<file path="config.mk">
export PLATFORM = sky130hd
export DESIGN_NAME = eitr_ctrl
export DESIGN_NICKNAME = d
export VERILOG_FILES = /design/src/pkg/eitr_pkg.sv /design/src/logic/eitr_ctrl.sv
export VERILOG_INCLUDE_DIRS = /design/src /design/src/pkg
export SDC_FILE = /design/constraint.sdc
export NUM_CORES = 1
export LEC_CHECK = 0
export BUFFER_PORTS_ARGS = -buffer_cell sky130_fd_sc_hd__buf_4
export CAP_MARGIN = 20
export CORE_AREA = 8 8 47 49
export DETAILED_ROUTE_END_ITERATION = 8
export DIE_AREA = 0 0 55 57
export GPL_ROUTABILITY_DRIVEN = 0
export PLACE_DENSITY = 0.78
export REMOVE_ABC_BUFFERS = 1
export SLEW_MARGIN = 5
export SYNTH_ARGS = -nofsm -noshare
export SYNTH_HDL_FRONTEND = slang
export SYNTH_SLANG_ARGS = --single-unit
</file>
<file path="constraint.sdc">
create_clock -name clk_sys -period 1.4 [get_ports clk_sys]
set_input_delay 0.14 -clock clk_sys [delete_from_list [all_inputs] [get_ports clk_sys]]
set_output_delay 0.14 -clock clk_sys [all_outputs]
set_load 0.02 [all_outputs]
</file>
<file path="src/pkg/eitr_params.svh">
// Offsets, bit positions, reset values and detection type constants of the timer/external-irq control block
`ifndef EITR_PARAMS_SVH
`define EITR_PARAMS_SVH

// ------------------------------------------------------------
// Register offsets
// ------------------------------------------------------------
`define EITR_ADDR_W          4
`define EITR_OFS_TCTL        4'h0
`define EITR_OFS_CFG         4'h1
`define EITR_OFS_STAT        4'h2

// ------------------------------------------------------------
// Control register bit positions
// ------------------------------------------------------------
`define EITR_BIT_IRQ0_TYPE   0
`define EITR_BIT_IRQ0_PEND   1
`define EITR_BIT_IRQ1_TYPE   2
`define EITR_BIT_IRQ1_PEND   3
`define EITR_BIT_T0_RUN      4

// ------------------------------------------------------------
// Config register bit positions
// ------------------------------------------------------------
`define EITR_BIT_IRQ0_POL    0
`define EITR_BIT_IRQ1_POL    1

// ------------------------------------------------------------
// Reset values and detection type codes
// ------------------------------------------------------------
`define EITR_TCTL_RST        8'h00
`define EITR_CFG_RST         8'h00
`define EITR_TYPE_LEVEL      1'b0
`define EITR_TYPE_EDGE       1'b1

`endif

</file>
<file path="src/pkg/eitr_pkg.sv">
// Types shared by the timer-run and external-irq control block
package eitr_pkg;

   typedef struct packed {
      logic [3:0] addr;
      logic [7:0] wdata;
      logic       wr;
      logic       rd;
   } eitr_bus_req_type;

   typedef struct packed {
      logic timer0_run_bit;
      logic ext_irq1_pending_flag;
      logic ext_irq1_type_select;
      logic ext_irq0_pending_flag;
      logic ext_irq0_type_select;
   } eitr_ctl_type;

   typedef enum logic [1:0] {
      EITR_VEC_NONE = 2'b00,
      EITR_VEC_IRQ0 = 2'b01,
      EITR_VEC_IRQ1 = 2'b10
   } eitr_vec_type;

endpackage

</file>
<file path="src/logic/eitr_ctrl.sv">
// Timer 0 run control plus external interrupt 0/1 detection and pending flags
//
// Our own choices: the register addresses and the strobed register port.
`include "eitr_params.svh"

module eitr_ctrl
   import eitr_pkg::*;
(
   input  wire logic                     clk_sys,
   input  wire logic                     rst_n,
   input  wire eitr_bus_req_type         bus_req,
   output logic      [7:0]               bus_rdata,
   input  wire logic                     ext_irq0_input,
   input  wire logic                     ext_irq1_input,
   input  wire eitr_vec_type             irq_vector_ack,
   output logic                          timer0_count_en,
   output logic                          ext_irq0_request,
   output logic                          ext_irq1_request
);

   // ------------------------------------------------------------
   // Functions
   // ------------------------------------------------------------

   // True when a bus address selects the given register
   function automatic logic f_addr_hit(
      input logic [3:0] addr,
      input logic [3:0] ofs
   );
      logic hit;
      hit = (addr == ofs);
      return hit;
   endfunction

   // Pin level folded with polarity: 1 means active
   function automatic logic f_active(
      input logic pin,
      input logic pol
   );
      logic act;
      act = pin ~^ pol;
      return act;
   endfunction

   // Event of one input in the selected detection mode
   function automatic logic f_event(
      input logic is_edge,
      input logic act,
      input logic prev
   );
      logic evt;
      if (is_edge == `EITR_TYPE_EDGE) begin
         evt = act && !prev;
      end else begin
         evt = act;
      end
      return evt;
   endfunction

   // Vectoring clears a flag only for an edge-mode input
   function automatic logic f_vec_clr(
      input eitr_vec_type ack,
      input eitr_vec_type which,
      input logic         is_edge
   );
      logic clr;
      if ((ack == which) && (is_edge == `EITR_TYPE_EDGE)) begin
         clr = 1'b1;
      end else begin
         clr = 1'b0;
      end
      return clr;
   endfunction

   // Next pending value; set wins over write and vector clear
   function automatic logic f_next_pend(
      input logic cur,
      input logic wr_hit,
      input logic wr_bit,
      input logic vec_clr,
      input logic evt
   );
      logic nxt;
      nxt = cur;
      if (wr_hit) begin
         nxt = wr_bit;
      end
      if (vec_clr) begin
         nxt = 1'b0;
      end
      if (evt) begin
         nxt = 1'b1;
      end
      return nxt;
   endfunction

   // Next value of a plain software bit
   function automatic logic f_next_bit(
      input logic cur,
      input logic wr_hit,
      input logic wr_bit
   );
      logic nxt;
      nxt = cur;
      if (wr_hit) begin
         nxt = wr_bit;
      end
      return nxt;
   endfunction

   // Control register as software sees it
   function automatic logic [7:0] f_tctl_view(
      input eitr_ctl_type ctl
   );
      logic [7:0] view;
      view                      = 8'h00;
      view[`EITR_BIT_T0_RUN]    = ctl.timer0_run_bit;
      view[`EITR_BIT_IRQ1_PEND] = ctl.ext_irq1_pending_flag;
      view[`EITR_BIT_IRQ1_TYPE] = ctl.ext_irq1_type_select;
      view[`EITR_BIT_IRQ0_PEND] = ctl.ext_irq0_pending_flag;
      view[`EITR_BIT_IRQ0_TYPE] = ctl.ext_irq0_type_select;
      return view;
   endfunction

   // Status view: current active state of both inputs
   function automatic logic [7:0] f_stat_view(
      input logic act1,
      input logic act0
   );
      logic [7:0] view;
      view    = 8'h00;
      view[0] = act0;
      view[1] = act1;
      return view;
   endfunction

   // Config register keeps only its two polarity bits
   function automatic logic [7:0] f_cfg_mask(
      input logic [7:0] wdata
   );
      logic [7:0] val;
      val                     = `EITR_CFG_RST;
      val[`EITR_BIT_IRQ0_POL] = wdata[`EITR_BIT_IRQ0_POL];
      val[`EITR_BIT_IRQ1_POL] = wdata[`EITR_BIT_IRQ1_POL];
      return val;
   endfunction

   // Read data for one offset; unmapped offsets read 0
   function automatic logic [7:0] f_rd_sel(
      input logic [3:0] addr,
      input logic [7:0] tctl,
      input logic [7:0] cfg,
      input logic [7:0] stat
   );
      logic [7:0] val;
      case (addr)
         `EITR_OFS_TCTL: begin
            val = tctl;
         end
         `EITR_OFS_CFG: begin
            val = cfg;
         end
         `EITR_OFS_STAT: begin
            val = stat;
         end
         default: begin
            val = 8'h00;
         end
      endcase
      return val;
   endfunction

   // ------------------------------------------------------------
   // State
   // ------------------------------------------------------------
   eitr_ctl_type ctl_q;
   eitr_ctl_type ctl_d;
   logic [7:0]   cfg_q;
   logic [7:0]   rdata_q;
   logic         irq0_prev_q;
   logic         irq1_prev_q;

   // ------------------------------------------------------------
   // Bus decode
   // ------------------------------------------------------------
   wire logic       hit_tctl = f_addr_hit(bus_req.addr, `EITR_OFS_TCTL);
   wire logic       hit_cfg  = f_addr_hit(bus_req.addr, `EITR_OFS_CFG);
   wire logic [7:0] wdata    = bus_req.wdata;
   wire logic       wr_tctl  = bus_req.wr && hit_tctl;
   wire logic       wr_cfg   = bus_req.wr && hit_cfg;

   // ------------------------------------------------------------
   // Polarity and activity
   // ------------------------------------------------------------
   wire logic ext_irq0_polarity = cfg_q[`EITR_BIT_IRQ0_POL];
   wire logic ext_irq1_polarity = cfg_q[`EITR_BIT_IRQ1_POL];

   wire logic irq0_act = f_active(ext_irq0_input, ext_irq0_polarity);
   wire logic irq1_act = f_active(ext_irq1_input, ext_irq1_polarity);

   // ------------------------------------------------------------
   // Detection
   // ------------------------------------------------------------
   wire logic irq0_event = f_event(ctl_q.ext_irq0_type_select, irq0_act, irq0_prev_q);
   wire logic irq1_event = f_event(ctl_q.ext_irq1_type_select, irq1_act, irq1_prev_q);

   // ------------------------------------------------------------
   // Vectoring
   // ------------------------------------------------------------
   wire logic vec0_clr = f_vec_clr(irq_vector_ack, EITR_VEC_IRQ0, ctl_q.ext_irq0_type_select);
   wire logic vec1_clr = f_vec_clr(irq_vector_ack, EITR_VEC_IRQ1, ctl_q.ext_irq1_type_select);

   // ------------------------------------------------------------
   // Read path
   // ------------------------------------------------------------
   wire logic [7:0] tctl_view = f_tctl_view(ctl_q);
   wire logic [7:0] stat_view = f_stat_view(irq1_act, irq0_act);
   wire logic [7:0] rd_mux    = f_rd_sel(bus_req.addr, tctl_view, cfg_q, stat_view);
   wire logic [7:0] rd_next   = bus_req.rd ? rd_mux : 8'h00;

   // ------------------------------------------------------------
   // Next values of the control bits
   // ------------------------------------------------------------
   wire logic run_nxt   = f_next_bit(ctl_q.timer0_run_bit, wr_tctl, wdata[`EITR_BIT_T0_RUN]);
   wire logic typ1_nxt  = f_next_bit(ctl_q.ext_irq1_type_select, wr_tctl, wdata[`EITR_BIT_IRQ1_TYPE]);
   wire logic typ0_nxt  = f_next_bit(ctl_q.ext_irq0_type_select, wr_tctl, wdata[`EITR_BIT_IRQ0_TYPE]);
   wire logic pend1_nxt = f_next_pend(ctl_q.ext_irq1_pending_flag, wr_tctl, wdata[`EITR_BIT_IRQ1_PEND],
                                      vec1_clr, irq1_event);
   wire logic pend0_nxt = f_next_pend(ctl_q.ext_irq0_pending_flag, wr_tctl, wdata[`EITR_BIT_IRQ0_PEND],
                                      vec0_clr, irq0_event);

   // ------------------------------------------------------------
   // Next state of control bits
   // ------------------------------------------------------------
   always_comb begin
      ctl_d                       = '0;
      ctl_d.timer0_run_bit        = run_nxt;
      ctl_d.ext_irq1_pending_flag = pend1_nxt;
      ctl_d.ext_irq1_type_select  = typ1_nxt;
      ctl_d.ext_irq0_pending_flag = pend0_nxt;
      ctl_d.ext_irq0_type_select  = typ0_nxt;
   end

   // ------------------------------------------------------------
   // Registers
   // ------------------------------------------------------------
   always_ff @(posedge clk_sys or negedge rst_n) begin
      if (!rst_n) begin
         ctl_q <= '0;
      end else begin
         ctl_q <= ctl_d;
      end
   end

   always_ff @(posedge clk_sys or negedge rst_n) begin
      if (!rst_n) begin
         cfg_q <= `EITR_CFG_RST;
      end else if (wr_cfg) begin
         cfg_q <= f_cfg_mask(wdata);
      end
   end

   // ------------------------------------------------------------
   // Edge history
   // ------------------------------------------------------------
   // Resets as active so no edge fires at release
   always_ff @(posedge clk_sys or negedge rst_n) begin
      if (!rst_n) begin
         irq0_prev_q <= 1'b1;
      end else begin
         irq0_prev_q <= irq0_act;
      end
   end

   always_ff @(posedge clk_sys or negedge rst_n) begin
      if (!rst_n) begin
         irq1_prev_q <= 1'b1;
      end else begin
         irq1_prev_q <= irq1_act;
      end
   end

   // Read data stands one cycle, zero otherwise
   always_ff @(posedge clk_sys or negedge rst_n) begin
      if (!rst_n) begin
         rdata_q <= 8'h00;
      end else begin
         rdata_q <= rd_next;
      end
   end

   // ------------------------------------------------------------
   // Outputs
   // ------------------------------------------------------------
   assign bus_rdata        = rdata_q;
   assign timer0_count_en  = ctl_q.timer0_run_bit;
   assign ext_irq0_request = ctl_q.ext_irq0_pending_flag;
   assign ext_irq1_request = ctl_q.ext_irq1_pending_flag;

endmodule

</file>
Word-level counts from Yosys, hierarchy flattened:

Cells that the tools add are included.

* flip-flop bits (word level): 17
* output and inout port bits: 11
* logic and storage cells: 38
* input port bits: 20

* bitwise logic cells: 2
* equality and inequality tests: 4
* reduce and logical (&&, ||, !) cells: 11
* muxes and demuxes: 12

Operators by type and width (count)
* one-hot mux 5 bit (3 select lines): 1
* two-way mux 1 bit: 10
* two-way mux 8 bit: 1
* logical AND 1 bit: 6
* nonzero test 3 bit: 2
* equality test 4 x 1 -> 1 bit, second input constant: 1
* equality test 4 x 2 -> 1 bit, second input constant: 1
* logical NOT 4 bit: 1
* equality test 2 x 1 -> 1 bit, second input constant: 1
* equality test 2 bit, second input constant: 1
* logical NOT 1 bit: 2
* XNOR 1 bit: 2

Logic depth before layout (Yosys ltp):

Gate-level depths: netlist of run 1.

* depth after elaboration: 5
* gate-level depth with buffers: 4
* depth with buffers taken out: 3

Worst setup path before layout of run 1:

OpenSTA, ideal clock, no wires.

* path type: input-to-reg
* start: in bus_req[13] in the netlist's numbering
* end: reg ctl_q[0] in the netlist's numbering
* path buffers: 1
* cell stages on the path: 4
* data required time: 1.275 ns
* arrival: 0.906 ns
* setup time: 0.125 ns
* setup slack: 0.369 ns
* path through: nor3b_4 and2_4 buf_6 mux2_4

* word-level cells in the longest chain between the ends: 2

RTL lines
* from (decl): RTL line eitr_ctrl.sv:11 `input wire eitr_bus_req_type bus_req,`
* logical NOT 4 bit: RTL line eitr_ctrl.sv:31 `hit = (addr == ofs);`
* logical AND 1 bit: RTL line eitr_ctrl.sv:189 `wire logic wr_tctl = bus_req.wr && hit_tctl;`
* to (signal assigned): RTL line eitr_ctrl.sv:251 `ctl_q <= ctl_d;`
* to (decl): RTL line eitr_ctrl.sv:176 `eitr_ctl_type ctl_q;`

Every way passes these cells.
A chain may end at the register's enable or synchronous reset.

Worst setup path in the final report of run 1:

* start: reg cfg_q[1]
* end: reg rdata_q[1] (netlist: bus_rdata[1])

* word-level cells in the longest chain between the ends: 3

RTL lines
* from (decl): RTL line eitr_ctrl.sv:178 `logic [7:0] cfg_q;`
* from (signal assigned): RTL line eitr_ctrl.sv:257 `` cfg_q <= `EITR_CFG_RST; ``
* from (signal assigned): RTL line eitr_ctrl.sv:259 `cfg_q <= f_cfg_mask(wdata);`
* XNOR 1 bit: RTL line eitr_ctrl.sv:41 `act = pin ~^ pol;`
* named net irq1_act: RTL line eitr_ctrl.sv:199 `wire logic irq1_act = f_active(ext_irq1_input, ext_irq1_polarity);`
* one-hot mux 5 bit (3 select lines): RTL line eitr_ctrl.sv:156 `case (addr)`
* two-way mux 8 bit: RTL line eitr_ctrl.sv:219 `wire logic [7:0] rd_next = bus_req.rd ? rd_mux : 8'h00;`
* named net rd_next[1]: RTL line eitr_ctrl.sv:219
* to (signal assigned): RTL line eitr_ctrl.sv:288 `rdata_q <= rd_next;`
* to (decl): RTL line eitr_ctrl.sv:179 `logic [7:0] rdata_q;`

The timed path passes the listed nets, and every way through them passes these cells.

==> results.rst, run 1 <==
.. list-table::
   :header-rows: 1

   * - Metric
     - Value
   * - Number of placement rows
     - 15
   * - H-tree depth
     - 1
   * - Cell with the most instances after synthesis
     - dfrtp_1
   * - Synth Area per Inst
     - between 10 and 15 um2
   * - Type of destination of the critical path
     - flip-flop
   * - Pins over their slew limit
     - 0
   * - TritonCTS Sinks
     - 14
   * - Via count normalized by instance count
     - ~5.3
   * - Area enclosed by the die boundary
     - 3140 um2
   * - I/O pin total
     - 31
   * - Number of buffers inserted for hold repair after clock tree synthesis
     - 1
   * - Required time of the worst setup path
     - between 1500 and 2000 ps
   * - Leak
     - between 0.0004 and 0.0005 uW
   * - Number of design rule violations left after detail routing
     - 0
   * - Number of enable-type register cells in the synthesized netlist
     - 0
   * - DP Area
     - between 800 and 900 um2
   * - Total via count in the routed design
     - approximately 530
   * - Inserted Clock Buffers
     - 3
   * - Critical Path Fanout Max
     - 3
   * - Sort of element at the start of the critical path
     - flip-flop
   * - Power consumption
     - 1010 uW
   * - Total wire length after detailed routing
     - between 1000 and 1500 um
   * - Routed wire length per instance
     - roughly 15 um
   * - Detailed router's first-iteration violation count
     - 2
   * - Total core area
     - approximately 1600 um2
   * - Post-synthesis async set-or-reset flop share
     - 100%
   * - Area share of the leading cell type in the synthesized netlist
     - around 44%
   * - Layout area overhead
     - 30.7%
   * - Storage cell area
     - 353 um2
   * - R2R cell count
     - 3
   * - Combinational cell fraction of total power
     - a little over a quarter
   * - Setup Buffers After CTS
     - 0
   * - Net Switching
     - between 200 and 300 uW
   * - Internal cell power
     - 724 uW
   * - Number of failing hold endpoints at the final stage
     - 0
   * - Maximum achievable frequency
     - 0.947 GHz
   * - Clock insertion delay at the later pin of the skew report
     - 270 ps
   * - Wire length of the first global-routing pass
     - 2280 um
   * - Detailed placer's ending HPWL
     - 1180 um
   * - Total inserted antenna cells
     - 0
   * - Most frequent cells after synthesis
     - dfrtp_1 (12), nand2_1 (8)
   * - Most area-consuming cells after synthesis
     - dfrtp_1 (44%), dfstp_2 (7.8%), mux2_4 (6.7%), nand2_1 (4.4%), buf_4 (3.3%)
   * - Slack of the worst reg-to-reg path
     - approximately 340 ps
   * - TritonCTS clock tree
     - done
   * - Arrival time at the worst endpoint
     - roughly 1200 ps
   * - RR Endpoint
     - bus_rdata[1]
   * - Sequential Power Share
     - 52.2%
   * - Dominant register cell in the synthesized netlist
     - dfrtp_1
   * - Chip height
     - 57 um
   * - # port buffers
     - 24
   * - Warnings from Yosys
     - 0
   * - Number of library cell types mapped by synthesis
     - 25
   * - Post-layout min period
     - about 1100 ps
   * - Cell type with the largest total area after synthesis
     - dfrtp_1
   * - First-pass DRT Iterations
     - 4
   * - Pwr per Cell Area
     - approximately 1100 nW/um2
   * - Final std cell area, no fill
     - 883 um2
   * - Final-stage net count
     - between 100 and 150
   * - Largest net degree at the start of global routing
     - 15
   * - Hold wc startpoint
     - ext_irq0_input
   * - Proportion of layout cells with a drive suffix above 1
     - between 40% and 50%
   * - Overall die width
     - 55 um
   * - Clock power share
     - between 20% and 30%
   * - Fraction of the yosys area taken by sequential cells
     - 52.2%
   * - Number of max-cap violations
     - 0
   * - Clk buf depth
     - 2
   * - RSZ-0062 raised after global routing
     - false
   * - Total overflow reported by the global router
     - 0
   * - Clock-pin slew reported for the worst setup and hold paths after clock tree synthesis
     - about 80 ps
   * - Switching share of power
     - 28.6%
   * - Worst hold path class
     - in -> reg
   * - Period utilisation layout
     - 75.4%
   * - Number of global-route vias before repair
     - between 500 and 600
   * - Crit Path Category
     - reg -> reg
   * - Total of flip-flops plus latches after synthesis
     - 14
   * - Final setup violation count
     - 0
   * - Quantity of gates resized following cts
     - 0
   * - Destination of the worst hold path
     - irq0_prev_q
   * - Filler cell count
     - roughly 150
   * - Run status
     - finished clean
   * - Initial Utilization
     - about 43%
   * - Clock tree root driver cell
     - clkbuf_4
   * - Synth Instances
     - 57
   * - Clock tree skew after final layout
     - between 3 and 4 ps
   * - Global Route Usage Sum
     - about 9.7%
   * - Worst hold path depth
     - 2
   * - Post-synthesis cell area
     - between 600 and 700 um2
   * - Antenna viol nets, final
     - 0
   * - Antenna violations before repair
     - 0
   * - Total Neg Setup Slack
     - 0 ps
   * - Max rail drop VDD
     - 0.000471 V
   * - Multi-input gate area in the final layout
     - around 290 um2
   * - Critical R2R Launch
     - cfg_q[1]
[per-layer routing]
layer,share of wire [%],track usage (%)
met1,38,11.7
met2,47,14.3
met3,14,2.86
met4,1.3,6.19
met5,0,0
[registers in the layout, summed over array words and instances (netlist names)]
signal / count
bus_rdata: 5
cfg_q: 2
ctl_q: 2
ext_irq0_request: 1
ext_irq1_request: 1
irq0_prev_q: 1
irq1_prev_q: 1
timer0_count_en: 1
[power by group through the flow]
| stage | Sequential (uW) | Clock, uW | Combinational [uW] |
|---|---|---|---|
| CTS | 530 | 224 | 270 |
| finish | 529 | 217 | 267 |
| detailed placement | 537 | 0 | 268 |
| floorplan | 556 | 0 | 128 |
| global placement | 534 | 0 | 262 |
| global route | 538 | 249 | 293 |
[placed cells by master (no fill, tap or decap)]
master         count
inv_1              1
dfrtp_1           12
buf_4             24
and2b_2            1
nand3b_1           3
and2_1             3
mux2i_1            1
a21boi_0           1
conb_1             3
nand2_1            8
a211oi_1           1
nor2_1             2
and2_4             1
a31oi_1            1
a2bb2oi_1          1
mux2_2             2
clkbuf_4           3
dlygate4sd3_1      1
and3_2             1
nand4_1            2
xnor2_1            2
dfstp_2            2
nor3b_4            1
o211ai_1           2
nor2_2             1
mux2_4             3
[cell families (layout without fill, tap and decap cells)]
logic type	count (synthesis)	after routing	synth area share [%]
buffers and inverters	5	29	5.55
flip-flops	14	14	52.2
AND/OR/NAND/NOR	23	23	20.9
XOR/XNOR	2	2	2.59
AO/OA/AOI/OAI	6	6	6.67
other	1	3	0.555
multiplexers	6	6	11.5
[per-stage QoR]
stage,util (%),setup slack (ps),hold WS [ps],std cells
detailed placement,54.0,215,-3.09,96
floorplan,-,429,-156,55
global route,56.0,278,61.1,100
CTS,56.0,327,57.9,100
finish,56.0,344,64.4,100
global placement,54.0,220,-5.22,96
[worst max-delay path, cell delays in order, from the launching register on]
cell,delay (ps)
dfrtp_1,400
xnor2_1,280
nand2_1,90
a211oi_1,190
[worst max-delay path by stage]
stage / to / slack [ps] / start
after floorplan: ctl_q[0] / 430 / bus_req[13]
after global placement: ctl_q[0] / 220 / bus_req[13]
after detailed placement: timer0_count_en / 220 / bus_req[13]
after CTS: bus_rdata[1] / 330 / cfg_q[1]
after global routing: bus_rdata[1] / 280 / cfg_q[1]
final: bus_rdata[1] / 340 / cfg_q[1]
[final cells by class]
cell class / count / share of cell area [%]
multi-input combinational: 40 / 33.1
inverter: 1 / 0.425
tap: 17 / 2.41
clock buffer: 3 / 2.55
timing repair buffer: 25 / 21.5
sequential: 14 / 39.9
Power figures use the tool's default switching activity.
==> run 2, diff against run 1 <==
Settings changed: CORE_AREA 8 8 47 49 to 8 8 51 53, DIE_AREA 0 0 55 57 to 0 0 59 61, PLACE_DENSITY 0.78 to 0.69.
Clock period 1.4 ns to 0.9 ns, I/O delays scaled along.
==> run 2 against run 1 <==
Against the previous run:
- the flow now finishes with violations (negative setup slack)
- routed wire length is 11% higher
- first-iteration DRC count grew to 3.5 times the previous value
- clock skew is 0.58 ps lower
- maximum frequency is 9.1% higher
- count of clock-buffer cells in the layout stayed put
- largest power group unchanged
- flip-flop and latch count stayed put
- critical path type unchanged
==> results.rst, run 2 (synthesis results as in run 1) <==
.. list-table::
   :header-rows: 1

   * - Metric
     - Value
   * - # port buffers
     - 24
   * - Clock-pin slew reported for the worst setup and hold paths after clock tree synthesis
     - 80 ps
   * - RR Endpoint
     - ext_irq1_request
   * - Detailed placer's ending HPWL
     - about 1300 um
   * - Proportion of layout cells with a drive suffix above 1
     - around 59%
   * - Area enclosed by the die boundary
     - between 3000 and 4000 um2
   * - Overall die width
     - slightly below 60 um
   * - Most common cell after layout, fill and taps aside
     - buf_4
   * - Pins over their slew limit
     - 0
   * - Required time of the worst setup path
     - between 1000 and 1500 ps
   * - Total overflow reported by the global router
     - 0
   * - Worst hold path depth
     - 2
   * - Arrival time at the worst endpoint
     - approximately 1100 ps
   * - Sort of element at the start of the critical path
     - flip-flop
   * - Via count normalized by instance count
     - roughly 4.5
   * - TritonCTS Sinks
     - 14
   * - Destination of the worst hold path
     - irq0_prev_q
   * - Power consumption
     - roughly 1800 uW
   * - Number of global-route vias before repair
     - 620
   * - Placed cells
     - around 110
   * - Max rail drop VDD
     - roughly 0.00095 V
   * - Routed wire length per instance
     - between 10 and 15 um
   * - Slack of the worst reg-to-reg path
     - -70 ps
   * - Maximum achievable frequency
     - slightly above 1 GHz
   * - Total inserted antenna cells
     - 0
   * - Post-layout min period
     - just under 1000 ps
   * - Total Neg Setup Slack
     - -166 ps
   * - Largest net degree at the start of global routing
     - 15
   * - Final std cell area, no fill
     - roughly 1100 um2
   * - Crit Path Category
     - reg -> reg
   * - Most frequent cells in the layout
     - buf_4 (26), dfrtp_1 (12), buf_6 (10)
   * - Non-filler cells, final
     - between 100 and 150
   * - Critical-path cell list
     - xnor2_2, buf_4, nand2_2, o211ai_1
   * - Period utilisation layout
     - 108%
   * - Total wire length after detailed routing
     - 1610 um
   * - Chip height
     - 61 um
   * - Type of destination of the critical path
     - flip-flop
   * - Pwr per Cell Area
     - between 1500 and 2000 nW/um2
   * - Number of placement rows
     - 16
   * - Antenna viol nets, final
     - 0
   * - Run status
     - finished with violations
   * - Worst hold path class
     - in -> reg
   * - Clock insertion delay at the later pin of the skew report
     - 270 ps
   * - Inserted Clock Buffers
     - 3
   * - Filler cell count
     - around 170
   * - Final-stage net count
     - around 120
   * - R2R cell count
     - 4
   * - Antenna violations before repair
     - 0
   * - Critical Path Fanout Max
     - 3
   * - DP Area
     - 923 um2
   * - TritonCTS clock tree
     - done
   * - Initial Utilization
     - between 30% and 40%
   * - First-pass DRT Iterations
     - 4
   * - H-tree depth
     - 1
   * - Number of buffers inserted for hold repair after clock tree synthesis
     - 1
   * - Critical R2R Launch
     - cfg_q[1]
   * - Hold wc startpoint
     - ext_irq0_input
   * - Total via count in the routed design
     - 555
   * - I/O pin total
     - 31
   * - Clk buf depth
     - 2
   * - Wire length of the first global-routing pass
     - 2580 um
   * - Slowest Stage Delay on Critical Path
     - approximately 430 ps
   * - Layout area overhead
     - 56.3%
   * - Number of failing hold endpoints at the final stage
     - 0
   * - Multi-input gate area in the final layout
     - around 330 um2
   * - Max stage delay cell, worst path
     - dfrtp_1
   * - Detailed router's first-iteration violation count
     - 7
   * - Number of max-cap violations
     - 0
   * - Storage cell area
     - around 350 um2
   * - Clock tree skew after final layout
     - between 3 and 4 ps
   * - Final worst-path setup slack
     - -67.7 ps
   * - Leak
     - around 0.00052 uW
   * - Final setup violation count
     - 6
   * - Clock tree root driver cell
     - clkbuf_4
   * - Global Route Usage Sum
     - about a tenth
   * - CP Launch Point
     - cfg_q[1]
   * - Failing checks
     - negative setup slack
   * - Final Core Density
     - ~57%
   * - Flip-flop count of the largest register, all copies and words added
     - 5
   * - Total core area
     - approximately 1800 um2
   * - RSZ-0062 raised after global routing
     - true
   * - Number of design rule violations left after detail routing
     - 0
run 2: through the flow:
step / hold slack (ps) / setup WS (ps)
after CTS: -2.34 / -74.7
after global routing: -9.80 / -130
final: 2.28 / -67.7
after detailed placement: -52.5 / -169
after global placement: -54.1 / -169
after floorplan: -206 / -29.5
run 2: power breakdown:
group	total (uW)	internal [uW]	switching [uW]
Sequential	831	749	81.9
Clock	345	155	190
Combinational	623	376	246
run 2: worst max-delay path: cells and delay by family (launching register included):
kind / cells / cell delay, ps
AO/OA/AOI/OAI: 1 / 70
buffers and inverters: 1 / 150
XOR/XNOR: 1 / 160
flip-flops: 1 / 430
AND/OR/NAND/NOR: 1 / 40
run 2: metal layers:
metal | wire length (um) | track usage [%] | up-vias
li1 | - | - | 269
met1 | 674 | 9.65 | 261
met2 | 812 | 16.8 | 21
met3 | 97 | 2.97 | 4
met4 | 25 | 5.12 | 0
met5 | 0 | 0 | -
run 2: area by class of cell:
type	instances	share of cell area (%)
Sequential cell	14	33.4
Tap cell	27	3.20
Multi-Input combinational cell	40	30.8
Timing Repair Buffer	37	30.1
Clock buffer	3	2.13
Inverter	1	0.355
run 2: timing repair:
item	in CTS	in global routing
pin swaps	2	0
setup buffers	3	1
hold endpoints to repair	15	1
gates resized for setup	8	8
endpoints found under the setup margin	9	14
run 2: how the worst max path moves through the flow:
stage | to | slack [ps]
2_1_floorplan | bus_rdata[1] | -30
3_3_place_gp | ctl_q[0] | -170
3_5_place_dp | ctl_q[2] | -170
4_1_cts | ext_irq1_request | -70
5_1_grt | bus_rdata[1] | -130
6_report | ext_irq1_request | -70
==> run 3, diff against run 2 <==
Settings changed: CORE_AREA 8 8 51 53 to 8 8 50 52, CTS_BUF_LIST set to sky130_fd_sc_hd__clkbuf_2 sky130_fd_sc_hd__clkbuf_4 sky130_fd_sc_hd__clkbuf_8, DIE_AREA 0 0 59 61 to 0 0 58 60, PLACE_DENSITY 0.69 to 0.72.
==> run 3 against run 2 <==
Against the previous run:
- sequential power increased by 0.8%
- via count is the same
- power up 5.9%
- clock skew hardly changed
- design area decreased by 0.36%
- the run ends with negative hold slack, negative setup slack left
- critical path depth is the same
- non-clock buffer count is 1 lower
- first-iteration DRC count grew 14%
- largest power group unchanged
==> results.rst, run 3 (synthesis results as in run 1) <==
.. list-table::
   :header-rows: 1

   * - Metric
     - Value
   * - Required time of the worst setup path
     - roughly 1100 ps
   * - Flip-flop count of the largest register, all copies and words added
     - 5
   * - Total wire length after detailed routing
     - between 1500 and 2000 um
   * - Final setup violation count
     - 8
   * - RSZ-0062 raised after global routing
     - true
   * - Detailed router's first-iteration violation count
     - 8
   * - Total core area
     - 1800 um2
   * - Failing checks
     - negative hold slack, negative setup slack
   * - Antenna violations before repair
     - 0
   * - Total inserted antenna cells
     - 0
   * - Clk buf depth
     - 2
   * - I/O pin total
     - 31
   * - Global Route Usage Sum
     - a little over a tenth
   * - Pins over their slew limit
     - 0
   * - Initial Utilization
     - between 30 and 40%
   * - TritonCTS clock tree
     - done
   * - Layout area overhead
     - 55.7%
   * - Final worst-path setup slack
     - -79.6 ps
   * - Clock-pin slew reported for the worst setup and hold paths after clock tree synthesis
     - around 90 ps
   * - Proportion of layout cells with a drive suffix above 1
     - 58.9%
   * - Number of placement rows
     - 16
   * - H-tree depth
     - 1
   * - Number of global-route vias before repair
     - roughly 600
   * - Sort of element at the start of the critical path
     - flip-flop
   * - Antenna viol nets, final
     - 0
   * - Critical Path Fanout Max
     - 3
   * - Total via count in the routed design
     - approximately 560
   * - Total Neg Setup Slack
     - -221 ps
   * - Overall die width
     - slightly below 60 um
   * - Clock tree root driver cell
     - clkbuf_4
   * - Type of destination of the critical path
     - flip-flop
   * - Pwr per Cell Area
     - 1810 nW/um2
   * - Wire length of the first global-routing pass
     - 2770 um
   * - Post-layout min period
     - 980 ps
   * - Max rail drop VDD
     - approximately 0.0007 V
   * - Inserted Clock Buffers
     - 3
   * - Via count normalized by instance count
     - slightly below 5
   * - First-pass DRT Iterations
     - 4
   * - Routed wire length per instance
     - ~15 um
   * - Total overflow reported by the global router
     - 0
   * - Largest net degree at the start of global routing
     - 15
   * - Most frequent cells in the layout
     - buf_4 (26), dfrtp_1 (12), buf_6 (9)
   * - Worst hold path class
     - in -> reg
   * - Area enclosed by the die boundary
     - 3480 um2
   * - Number of buffers inserted for hold repair after clock tree synthesis
     - 1
   * - Crit Path Category
     - reg -> reg
   * - Number of max-cap violations
     - 0
   * - Chip height
     - roughly 60 um
   * - Clock insertion delay at the later pin of the skew report
     - 280 ps
   * - Most common cell after layout, fill and taps aside
     - buf_4
   * - # port buffers
     - 24
   * - Filler cell count
     - between 100 and 150
   * - Leak
     - 0.000517 uW
   * - Clock tree skew after final layout
     - around 2.8 ps
   * - Final-stage net count
     - between 100 and 150
   * - Detailed placer's ending HPWL
     - 1290 um
   * - Period utilisation layout
     - 109%
   * - TritonCTS Sinks
     - 14
   * - Arrival time at the worst endpoint
     - approximately 1200 ps
   * - Maximum achievable frequency
     - 1.02 GHz
   * - Run status
     - finished with violations
   * - Number of design rule violations left after detail routing
     - 0
   * - Final hold slack
     - -5.24 ps
   * - Number of failing hold endpoints at the final stage
     - 1
[run 3: changes by cell type in the layout (fill, tap and decap cells not counted), sizes merged]
cell,change
buf,-1
clkbuf,+1
[run 3: cell type report]
class	instances	area, um2	share of cell area [%]
well taps	18	22.5	2.14
flip-flops and latches	14	353	33.5
multi-input cells	40	330	31.4
clock buffers	4	36.3	3.45
repair buffers	36	307	29.1
inverters	1	3.75	0.357
[run 3: timing repair]
action / 4_1_cts / 5_1_grt
resized for setup: 13 / 2
setup endpoints to repair: 12 / 13
pin swaps: 3 / 0
hold endpoints to repair: 15 / 1
cloned: 0 / 0
setup buffers: 3 / 0
[run 3: worst max-delay path: stages (launching register included)]
cell      delay [ps]
dfrtp_1          430
xnor2_2          160
buf_4            140
nand2_2           40
o211ai_1          80
[run 3: worst paths after layout]
check | startpoint | end | slack, ps | depth (start not counted)
max in group asynchronous | rst_n | irq1_prev_q | 490 | 2
min in group asynchronous | rst_n | cfg_q[0] | 170 | 2
worst max register to register | cfg_q[1] | ext_irq1_request | -80 | 4
worst max-delay path | cfg_q[1] | ext_irq1_request | -80 | 4
worst min register to register | cfg_q[0] | irq0_prev_q | 520 | 1
worst min-delay path | ext_irq0_input | irq0_prev_q | -5 | 2
[run 3: per-layer routing]
metal | track usage, % | wire length [um]
met5 | 0 | 0
met3 | 3.44 | 101
met1 | 12.3 | 717
met2 | 17.5 | 804
met4 | 5.24 | 34
[run 3: power breakdown]
part           leakage (uW)  switching (uW)  internal, uW  total (uW)
clock network     0.0000210             217           246         464
registers          0.000171            88.8           749         838
logic              0.000326             249           353         602
total              0.000517             555          1350        1900
[run 3: per-stage QoR]
step	area, um2	total power, uW	utilization, %	worst slack (ps)	instances
after floorplan	649	1070	-	-29.5	55
after global placement	912	1300	50.6	-163	105
after detailed placement	912	1320	50.6	-181	105
after CTS	1040	1910	58.0	-71.7	113
after global routing	1050	1990	58.4	-132	113
final	1050	1900	58.4	-79.6	113
